==> src/rtl/slm_pkg.sv <==
// package: register map, field layout, codes and timing for the sync loss monitor
package slm_pkg;
  // register byte offsets
  localparam logic [7:0] SLM_OFS_CTRL = 8'h00;
  localparam logic [7:0] SLM_OFS_THRESH = 8'h04;
  localparam logic [7:0] SLM_OFS_STATUS = 8'h08;
  localparam logic [7:0] SLM_OFS_ALCODE = 8'h0C;
  localparam logic [7:0] SLM_OFS_IRQ_STAT = 8'h10;
  localparam logic [7:0] SLM_OFS_IRQ_MASK = 8'h14;
  localparam logic [7:0] SLM_OFS_ESM_REQ = 8'h18;
  // control field positions
  localparam int SLM_CTRL_MODE_LSB = 0;
  localparam int SLM_CTRL_OP_ONLY_BIT = 2;
  localparam int SLM_CTRL_CLEAR_BIT = 3;
  // status field positions
  localparam int SLM_ST_ESM_LSB = 0;
  localparam int SLM_ST_PLL_BIT = 2;
  localparam int SLM_ST_SYNC_BIT = 3;
  localparam int SLM_ST_DONE_BIT = 4;
  localparam int SLM_ST_CNT_LSB = 8;
  // interrupt bit positions
  localparam int SLM_IRQ_PLL_BIT = 0;
  localparam int SLM_IRQ_SYNC_BIT = 1;
  // reset values
  localparam logic [3:0] SLM_THRESH_RST = 4'h0;
  localparam logic [1:0] SLM_IRQ_MASK_RST = 2'b00;
  // synchronous mode codes
  localparam logic [1:0] SLM_MODE_FREERUN = 2'h0;
  localparam logic [1:0] SLM_MODE_DC = 2'h1;
  localparam logic [1:0] SLM_MODE_SM2 = 2'h2;
  // state machine codes as seen by software
  localparam logic [1:0] SLM_ESM_INIT = 2'h0;
  localparam logic [1:0] SLM_ESM_PREOP = 2'h1;
  localparam logic [1:0] SLM_ESM_SAFEOP = 2'h2;
  localparam logic [1:0] SLM_ESM_OP = 2'h3;
  // status codes
  localparam logic [15:0] SLM_AL_NONE = 16'h0000;
  localparam logic [15:0] SLM_AL_PHASE_LOCK = 16'h0032;
  localparam logic [15:0] SLM_AL_SYNC_SIGNAL = 16'h002C;
  // indicator timing
  localparam int SLM_CLK_MHZ = 250;
  localparam int SLM_FLASH_ON_MS = 200;
  localparam int SLM_FLASH_OFF_MS = 1000;
  localparam int SLM_FLASH_ON_CYC = SLM_FLASH_ON_MS * SLM_CLK_MHZ * 1000;
  localparam int SLM_FLASH_OFF_CYC = SLM_FLASH_OFF_MS * SLM_CLK_MHZ * 1000;
  // missed interrupt counter width
  localparam int SLM_MISS_W = 5;

  typedef enum logic [1:0] {
    SLM_ST_INIT,
    SLM_ST_PREOP,
    SLM_ST_SAFEOP,
    SLM_ST_OP
  } slm_esm_type;

  typedef struct packed {
    logic op_only;
    logic [1:0] mode;
  } slm_cfg_type;

  typedef struct packed {
    logic tick;
    logic serviced;
    logic done;
  } slm_sync_type;
endpackage : slm_pkg

==> src/rtl/slm_miss_counter.sv <==
// consecutive missed synchronisation interrupt counter
`timescale 1ns/1ps
module slm_miss_counter #(
  parameter int CNT_W = slm_pkg::SLM_MISS_W
) (
  input wire logic clk,
  input wire logic rst_n,
  input wire logic active,
  input wire logic tick,
  input wire logic serviced,
  input wire logic [3:0] thresh,
  output logic [CNT_W-1:0] count,
  output logic over
);
  import slm_pkg::*;

  // counter must hold one more than the largest threshold
  if (CNT_W < 5)
  begin : g_cnt_w_check
    $error("slm_miss_counter: CNT_W must be at least 5");
  end

  logic [CNT_W-1:0] cnt_r;
  logic [CNT_W-1:0] cnt_nxt;
  wire at_max = &cnt_r;

  // a service ends the run even if a slot also closes
  always_comb
  begin
    cnt_nxt = cnt_r;
    if (!active)
      cnt_nxt = '0;
    else if (serviced)
      cnt_nxt = '0;
    else if (tick && !at_max)
      cnt_nxt = cnt_r + 1'b1;
  end

  always_ff @(posedge clk or negedge rst_n)
  begin
    if (!rst_n)
      cnt_r <= '0;
    else
      cnt_r <= cnt_nxt;
  end

  assign count = cnt_r;
  // strictly above threshold
  assign over = active && (cnt_r > CNT_W'(thresh));
endmodule : slm_miss_counter

==> src/rtl/slm_monitor.sv <==
// sync loss error monitor: apb registers, error detection, state forcing, indicator
//
// Overview of operation
// - Phase-lock loss raises an error in SafeOP or OP, DC or SM2 only.
// - Any phase-lock error forces the state machine down to SafeOP.
// - Phase-lock error loads status code 0032h for the master to read.
// - Alarm clear removes the error; indicator single-flashes while it is active.
// - After sync done, misses above threshold raise sync error and SafeOP.
// - With op-only bit zero, sync errors are watched in SafeOP and OP.
// - With op-only bit one, sync errors are watched only in OP.
// - Sync signal errors are never flagged in free-run mode.
`timescale 1ns/1ps
module slm_monitor #(
  parameter int FLASH_ON_CYC = slm_pkg::SLM_FLASH_ON_CYC,
  parameter int FLASH_OFF_CYC = slm_pkg::SLM_FLASH_OFF_CYC
) (
  input wire logic pclk,
  input wire logic presetn,
  input wire logic psel,
  input wire logic penable,
  input wire logic pwrite,
  input wire logic [7:0] paddr,
  input wire logic [31:0] pwdata,
  output logic [31:0] prdata,
  output logic pready,
  output logic pslverr,
  input wire logic phase_lock_lost,
  input wire slm_pkg::slm_sync_type sync_in,
  output slm_pkg::slm_esm_type esm_state,
  output logic [15:0] al_status_code,
  output logic phase_lock_error_code,
  output logic sync_signal_error_code,
  output logic err_led,
  output logic irq
);
  import slm_pkg::*;

  ////////////////////////////////////////////////////////////////////////////
  // elaboration checks

  if (FLASH_ON_CYC < 1 || FLASH_OFF_CYC < 1)
  begin : g_flash_min
    $error("slm_monitor: flash counts must be at least one cycle");
  end
  if (FLASH_ON_CYC > 268435455 || FLASH_OFF_CYC > 268435455)
  begin : g_flash_max
    $error("slm_monitor: flash counts exceed the timer width");
  end

  ////////////////////////////////////////////////////////////////////////////
  // helper functions

  // one-word decode shared by read and write paths
  function automatic logic reg_hit(input logic [7:0] addr, input logic [7:0] ofs);
    reg_hit = (addr == ofs);
  endfunction : reg_hit

  // state to software code
  function automatic logic [1:0] esm_code(input slm_esm_type s);
    case (s)
      SLM_ST_INIT: esm_code = SLM_ESM_INIT;
      SLM_ST_PREOP: esm_code = SLM_ESM_PREOP;
      SLM_ST_SAFEOP: esm_code = SLM_ESM_SAFEOP;
      SLM_ST_OP: esm_code = SLM_ESM_OP;
      default: esm_code = SLM_ESM_INIT;
    endcase
  endfunction : esm_code

  // software code to state
  function automatic slm_esm_type esm_from(input logic [1:0] c);
    case (c)
      SLM_ESM_INIT: esm_from = SLM_ST_INIT;
      SLM_ESM_PREOP: esm_from = SLM_ST_PREOP;
      SLM_ESM_SAFEOP: esm_from = SLM_ST_SAFEOP;
      SLM_ESM_OP: esm_from = SLM_ST_OP;
      default: esm_from = SLM_ST_INIT;
    endcase
  endfunction : esm_from

  ////////////////////////////////////////////////////////////////////////////
  // apb decode

  wire setup = psel && !penable;
  wire access = psel && penable;
  wire wr = access && pwrite;
  wire hit_ctrl = reg_hit(paddr, SLM_OFS_CTRL);
  wire hit_thresh = reg_hit(paddr, SLM_OFS_THRESH);
  wire hit_status = reg_hit(paddr, SLM_OFS_STATUS);
  wire hit_alcode = reg_hit(paddr, SLM_OFS_ALCODE);
  wire hit_istat = reg_hit(paddr, SLM_OFS_IRQ_STAT);
  wire hit_imask = reg_hit(paddr, SLM_OFS_IRQ_MASK);
  wire hit_esm = reg_hit(paddr, SLM_OFS_ESM_REQ);
  wire hit_any = hit_ctrl | hit_thresh | hit_status | hit_alcode | hit_istat | hit_imask | hit_esm;

  // zero wait states; unmapped addresses answer with an error
  assign pready = 1'b1;
  assign pslverr = access && !hit_any;

  wire wr_ctrl = wr && hit_ctrl;
  wire wr_thresh = wr && hit_thresh;
  wire wr_istat = wr && hit_istat;
  wire wr_imask = wr && hit_imask;
  wire wr_esm = wr && hit_esm;
  // clear bit is a write strobe, never stored
  wire alarm_clear = wr_ctrl && pwdata[SLM_CTRL_CLEAR_BIT];

  ////////////////////////////////////////////////////////////////////////////
  // configuration registers

  slm_cfg_type cfg_r;
  logic [3:0] thresh_r;
  logic [1:0] imask_r;

  always_ff @(posedge pclk or negedge presetn)
  begin
    if (!presetn)
    begin
      cfg_r <= '0;
      thresh_r <= SLM_THRESH_RST;
      imask_r <= SLM_IRQ_MASK_RST;
    end
    else
    begin
      if (wr_ctrl)
        cfg_r <= {pwdata[SLM_CTRL_OP_ONLY_BIT], pwdata[SLM_CTRL_MODE_LSB +: 2]};
      if (wr_thresh)
        thresh_r <= pwdata[3:0];
      if (wr_imask)
        imask_r <= pwdata[1:0];
    end
  end

  ////////////////////////////////////////////////////////////////////////////
  // detection windows

  slm_esm_type esm_r;
  slm_esm_type esm_nxt;

  wire sync_mode = (cfg_r.mode == SLM_MODE_DC) || (cfg_r.mode == SLM_MODE_SM2);
  wire in_safeop = (esm_r == SLM_ST_SAFEOP);
  wire in_op = (esm_r == SLM_ST_OP);
  // phase lock watched in both upper states
  wire pll_window = sync_mode && (in_safeop || in_op);
  // op-only bit drops safeop from the sync window
  wire sync_state_ok = in_op || (in_safeop && !cfg_r.op_only);
  wire sync_window = sync_mode && sync_state_ok && sync_in.done;

  ////////////////////////////////////////////////////////////////////////////
  // missed interrupt counter

  logic [SLM_MISS_W-1:0] miss_count;
  logic miss_over;

  slm_miss_counter #(
    .CNT_W(SLM_MISS_W)
  ) u_miss (
    .clk(pclk),
    .rst_n(presetn),
    .active(sync_window),
    .tick(sync_in.tick),
    .serviced(sync_in.serviced),
    .thresh(thresh_r),
    .count(miss_count),
    .over(miss_over)
  );

  ////////////////////////////////////////////////////////////////////////////
  // sticky error flags

  logic pll_err_r;
  logic sync_err_r;
  logic [15:0] al_code_r;

  // a held flag re-fires only when a clear lands while the cause still stands
  wire pll_set = pll_window && phase_lock_lost && (!pll_err_r || alarm_clear);
  wire sync_set = sync_window && miss_over && (!sync_err_r || alarm_clear);
  wire any_err = pll_err_r || sync_err_r;

  // detection beats a clear landing in the same cycle
  always_ff @(posedge pclk or negedge presetn)
  begin
    if (!presetn)
    begin
      pll_err_r <= 1'b0;
      sync_err_r <= 1'b0;
    end
    else
    begin
      pll_err_r <= pll_set || (pll_err_r && !alarm_clear);
      sync_err_r <= sync_set || (sync_err_r && !alarm_clear);
    end
  end

  // phase lock takes priority when both fire together
  always_ff @(posedge pclk or negedge presetn)
  begin
    if (!presetn)
      al_code_r <= SLM_AL_NONE;
    else if (pll_set)
      al_code_r <= SLM_AL_PHASE_LOCK;
    else if (sync_set)
      al_code_r <= SLM_AL_SYNC_SIGNAL;
    else if (alarm_clear)
      al_code_r <= SLM_AL_NONE;
  end

  ////////////////////////////////////////////////////////////////////////////
  // state machine

  // going to op is refused while an error is still standing
  always_comb
  begin
    esm_nxt = esm_r;
    if (pll_set && (in_op || in_safeop))
      esm_nxt = SLM_ST_SAFEOP;
    else if (sync_set)
      esm_nxt = SLM_ST_SAFEOP;
    else if (wr_esm)
    begin
      if (!(esm_from(pwdata[1:0]) == SLM_ST_OP && any_err))
        esm_nxt = esm_from(pwdata[1:0]);
    end
  end

  always_ff @(posedge pclk or negedge presetn)
  begin
    if (!presetn)
      esm_r <= SLM_ST_INIT;
    else
      esm_r <= esm_nxt;
  end

  ////////////////////////////////////////////////////////////////////////////
  // interrupt status and mask

  logic [1:0] istat_r;
  wire [1:0] ev = {sync_set, pll_set};
  wire [1:0] w1c = wr_istat ? pwdata[1:0] : 2'b00;

  // set wins over a write-one clear
  always_ff @(posedge pclk or negedge presetn)
  begin
    if (!presetn)
      istat_r <= 2'b00;
    else
      istat_r <= ev | (istat_r & ~w1c);
  end

  logic irq_r;

  always_ff @(posedge pclk or negedge presetn)
  begin
    if (!presetn)
      irq_r <= 1'b0;
    else
      irq_r <= |((ev | (istat_r & ~w1c)) & imask_r);
  end

  ////////////////////////////////////////////////////////////////////////////
  // single flash indicator

  logic [27:0] flash_cnt_r;
  logic flash_on_r;
  localparam logic [27:0] ON_LAST = 28'(FLASH_ON_CYC - 1);
  localparam logic [27:0] OFF_LAST = 28'(FLASH_OFF_CYC - 1);
  wire flash_wrap = flash_on_r ? (flash_cnt_r == ON_LAST) : (flash_cnt_r == OFF_LAST);

  // one on pulse then a long dark gap, restarting when an error follows an error-free cycle
  always_ff @(posedge pclk or negedge presetn)
  begin
    if (!presetn)
    begin
      flash_cnt_r <= '0;
      flash_on_r <= 1'b0;
    end
    else if (!any_err)
    begin
      flash_cnt_r <= '0;
      flash_on_r <= 1'b1;
    end
    else if (flash_wrap)
    begin
      flash_cnt_r <= '0;
      flash_on_r <= !flash_on_r;
    end
    else
      flash_cnt_r <= flash_cnt_r + 28'h000_0001;
  end

  logic led_r;

  always_ff @(posedge pclk or negedge presetn)
  begin
    if (!presetn)
      led_r <= 1'b0;
    else
      led_r <= any_err && flash_on_r;
  end

  ////////////////////////////////////////////////////////////////////////////
  // read data, captured in the setup phase

  wire [31:0] status_word = {
    {(32 - SLM_ST_CNT_LSB - SLM_MISS_W){1'b0}},
    miss_count,
    3'b000,
    sync_in.done,
    sync_err_r,
    pll_err_r,
    esm_code(esm_r)
  };

  wire [31:0] rd_mux =
    hit_ctrl ? {28'h000_0000, 1'b0, cfg_r.op_only, cfg_r.mode} :
    hit_thresh ? {28'h000_0000, thresh_r} :
    hit_status ? status_word :
    hit_alcode ? {16'h0000, al_code_r} :
    hit_istat ? {30'h0000_0000, istat_r} :
    hit_imask ? {30'h0000_0000, imask_r} :
    hit_esm ? {30'h0000_0000, esm_code(esm_r)} :
    32'h0000_0000;

  logic [31:0] prdata_r;

  always_ff @(posedge pclk or negedge presetn)
  begin
    if (!presetn)
      prdata_r <= 32'h0000_0000;
    else if (setup && !pwrite)
      prdata_r <= rd_mux;
  end

  ////////////////////////////////////////////////////////////////////////////
  // outputs

  assign prdata = prdata_r;
  assign esm_state = esm_r;
  assign al_status_code = al_code_r;
  assign phase_lock_error_code = pll_err_r;
  assign sync_signal_error_code = sync_err_r;
  assign err_led = led_r;
  assign irq = irq_r;
endmodule : slm_monitor

==> config.mk <==
export PLATFORM = sky130hd
export DESIGN_NAME = slm_monitor
export DESIGN_NICKNAME = d
export VERILOG_FILES = /design/src/rtl/slm_pkg.sv /design/src/rtl/slm_miss_counter.sv /design/src/rtl/slm_monitor.sv
export SDC_FILE = /design/constraint.sdc
export NUM_CORES = 1
export LEC_CHECK = 0
export BUFFER_PORTS_ARGS = -buffer_cell sky130_fd_sc_hd__buf_2
export CORE_ASPECT_RATIO = 0.9
export CORE_MARGIN = 2
export CORE_UTILIZATION = 51
export CTS_CLUSTER_SIZE = 20
export DETAILED_ROUTE_END_ITERATION = 12
export GPL_TIMING_DRIVEN = 0
export MAX_ROUTING_LAYER = met4
export PLACE_DENSITY = 0.79
export SYNTH_ARGS = -nofsm -noshare
export SYNTH_HDL_FRONTEND = slang
export SYNTH_SLANG_ARGS = --single-unit
export TNS_END_PERCENT = 100
==> constraint.sdc <==
create_clock -name pclk -period 5.27 [get_ports pclk]
set_input_delay 1.054 -clock pclk [delete_from_list [all_inputs] [get_ports pclk]]
set_output_delay 1.054 -clock pclk [all_outputs]
set_load 0.1 [all_outputs]
==> metrics.cfg <==
[critical_path]
start_kind=input pin
r2r_end=flash_cnt_r[23]
crit_end=pslverr
critical_path_class=input pin to primary output
worstReg2RegStart=flash_cnt_r[14]
r2r_cells=6
crit_path_end_kind=primary output
cp_max_fo=10
reg2reg_slack_ns=3.13
cp-startpoint=paddr[3]
cp.arrival_ns=2.39
required_ns=4.22

[clocking]
numCtsBuffers=9
h-tree-depth=3
cts.clk_slew.worst_paths_ns=0.06
cts_setup_buffers=0
clock-sinks=65
ctsHoldBuffers=0
cts_tree=built
cts_root_buf=clkbuf_8
worstSkewPairLatency_ns=0.35
ctsResizeCount=0
clockBufferDepth=2

[power]
p_comb_share_pct=14.9
powerDensity_nw_per_um2=280
p_leak_nw=2.05
peakVddDrop_uv=153
p_switching_w=0.000342
sw_frac_of_total_pct=28.5
power_frac_clock_pct=43.1
p_int_w=0.000858
pwr-share-seq_pct=42.0

[floorplanning]
chipWidth_um=92.4
num_rows=28
core_area_um2=6690
pin_count=105
fp.dieH_um=83.6
initial_core_util_pct=53.6
die_area_um2=7730

[sta]
finClkSkew_ns=0.00805
hold_violations=0
finalSetupTns_ns=0
tightest_slew_ns=0.882
period_share_pct=65.4
fin_crit_ns=3.45
max_freq_ghz=0.290
setup_viol=0
slew_headroom_pct=40.6
rsz0062_at_grt=no
timing.hold.ws_ns=0.485
finalMaxSlewViolations=0

[logic_synthesis]
synth_edf_count=0
yosys_warnings=0
muxShareOfSynthArea_pct=5.40
synth_compound_area_share_pct=8.19
syn_inst=367
synth-seq-cells=65
syn_avg_cell_area_um2=9.78
synthTopCellsByArea=dfrtp_1 (45%), buf_4 (7.3%), xor2_1 (5.4%), nor2_1 (4.4%), nand2_1 (3.3%)
yosys-top-cells-count=dfrtp_1 (65), nor2_1 (42), buf_4 (35)
synth-xor-area-share_pct=7.56
async_flop_share_pct=100
synth_top_family_by_area=simple AND/OR/NAND/NOR gates
synthAdderAreaFrac_pct=2.44
syn-cell-area_um2=3590
yosysSeqAreaShare_pct=45.3
synth_cell_types=48
yosys.area.top_type_share_pct=45.3
synth_top_area_cell=dfrtp_1
synthMostInstantiatedCell=dfrtp_1
yosys.area_share.simple_pct=20.9
synth_ff_type=dfrtp_1

[route]
route.met3.wl_um=459
met1_length_mm=3.52
top_layer=met4
met2_length_mm=3.66
via_count=2869
drcViolationCount=0
firstDrtPassIters=4
wl_per_cell_um=14.2
vias_per_cell=5.24
drtAntennaViolNets=0
dr.first_iter.drc_count=291
wl_mm=7.78

[grt]
grt_first_pass_wirelength_mm=13.0
grt_pass1_vias=2683
overflow=0
grtUsageTotal_pct=21.6
antenna_found_initial=0
grt_max_degree=66

[cells_and_area]
fin_nets=508
layout.cells.non_filler=547
drive_gt1_share_pct=24.3
syn_to_final_growth_pct=19.2
diodes=0

[worst_hold_path]
hp-class=flip-flop to flip-flop

[run_status]
outcome=complete, no violations

[placement]
portBuffers=43
dp_hpwl_mm=5.70
gp_congestion=0.966
dp_cells=531

[flow_run]
cap_violations=0

-- sequential cells by signal, summed over array words and instances, names as in the netlist --
register                flops
flash_cnt_r                28
irq                         1
thresh_r                    4
al_status_code              3
phase_lock_error_code       1
u_miss.count                5
flash_on_r                  1
cfg_r                       3
esm_state                   2
imask_r                     2
sync_signal_error_code      1
istat_r                     2
prdata                     11
err_led                     1
-- placed cells by master (no fill, tap or decap), types with 3 or more instances in the layout --
| master | Yosys | layout |
|---|---|---|
| ha_1 | 7 | 7 |
| o21ai_0 | 12 | 12 |
| inv_1 | 11 | 11 |
| clkinv_2 | 0 | 3 |
| bufinv_16 | 0 | 3 |
| nor2b_1 | 4 | 4 |
| clkbuf_8 | 0 | 10 |
| nor4_1 | 3 | 3 |
| xnor2_1 | 9 | 9 |
| nand4_1 | 14 | 14 |
| buf_4 | 35 | 36 |
| nand3_1 | 19 | 19 |
| conb_1 | 2 | 33 |
| nand3b_1 | 3 | 3 |
| xor2_1 | 22 | 22 |
| and3_1 | 8 | 8 |
| mux2i_1 | 7 | 7 |
| a22o_1 | 6 | 6 |
| nor2_1 | 42 | 42 |
| buf_2 | 0 | 42 |
| nor3b_1 | 3 | 3 |
| mux2_2 | 9 | 9 |
| nand2_1 | 32 | 32 |
| nor3_1 | 8 | 8 |
| clkbuf_1 | 6 | 6 |
| dfrtp_1 | 65 | 65 |
| a21oi_1 | 7 | 7 |
-- power groups by stage --
stage | logic [W] | registers, W | clock network, W
global placement | 0.000177 | 0.000513 | 0
global route | 0.000188 | 0.000504 | 0.000536
detailed placement | 0.000179 | 0.000513 | 0
floorplan | 0.000143 | 0.000521 | 0
CTS | 0.000179 | 0.000504 | 0.000518
finish | 0.000179 | 0.000504 | 0.000517
-- worst max-delay path: stages --
cell and delay (ns):
buf_2 0.15, clkbuf_1 0.44, nand3_1 0.13, a21oi_1 0.17, buf_2 0.44
-- cell families (layout without fill, tap and decap cells) --
kind of cell	Yosys count	after routing
fa+ha+maj	7	7
mux	17	17
simple gates	150	150
buf+inv	54	113
flops	65	65
other cells	2	33
xor+xnor	31	31
compound gates	41	41
-- layout make-up --
type,instances,area [um2]
Buffer,43,315
Clock buffer,10,138
Clock inverter,6,105
Fill cell,568,2410
Inverter,11,41.3
Multi-Input combinational cell,279,1720
Sequential cell,65,1630
Tap cell,90,113
Timing Repair Buffer,43,218
-- metal layers --
metal / vias up / GRT usage (%)
met5: - / -
met3: 13 / 3.07
met2: 100 / 32.1
met4: 0 / 9.50
li1: 1382 / -
met1: 1374 / 29.6
-- worst min path at each step --
stage	to	depth (start not counted)	start	slack, ns
2_1_floorplan	flash_cnt_r[0]	1	flash_cnt_r[0]	0.45
3_3_place_gp	prdata[5]	2	prdata[5]	0.46
3_5_place_dp	prdata[5]	2	prdata[5]	0.48
4_1_cts	flash_cnt_r[0]	1	flash_cnt_r[0]	0.49
5_1_grt	flash_cnt_r[0]	1	flash_cnt_r[0]	0.50
6_report	flash_cnt_r[0]	1	flash_cnt_r[0]	0.49
-- metrics by stage --
step           util [%]  setup slack (ns)  power (W)  instance area [um2]
2_1_floorplan         -              1.22   0.000664                 3710
3_3_place_gp       60.3              1.84   0.000690                 4030
3_5_place_dp       60.3              1.83   0.000692                 4040
4_1_cts            63.9              1.83    0.00120                 4280
5_1_grt            63.9              1.69    0.00123                 4280
6_report           63.9              1.82    0.00120                 4280
No activity file was read; power rests on OpenSTA's default activity.
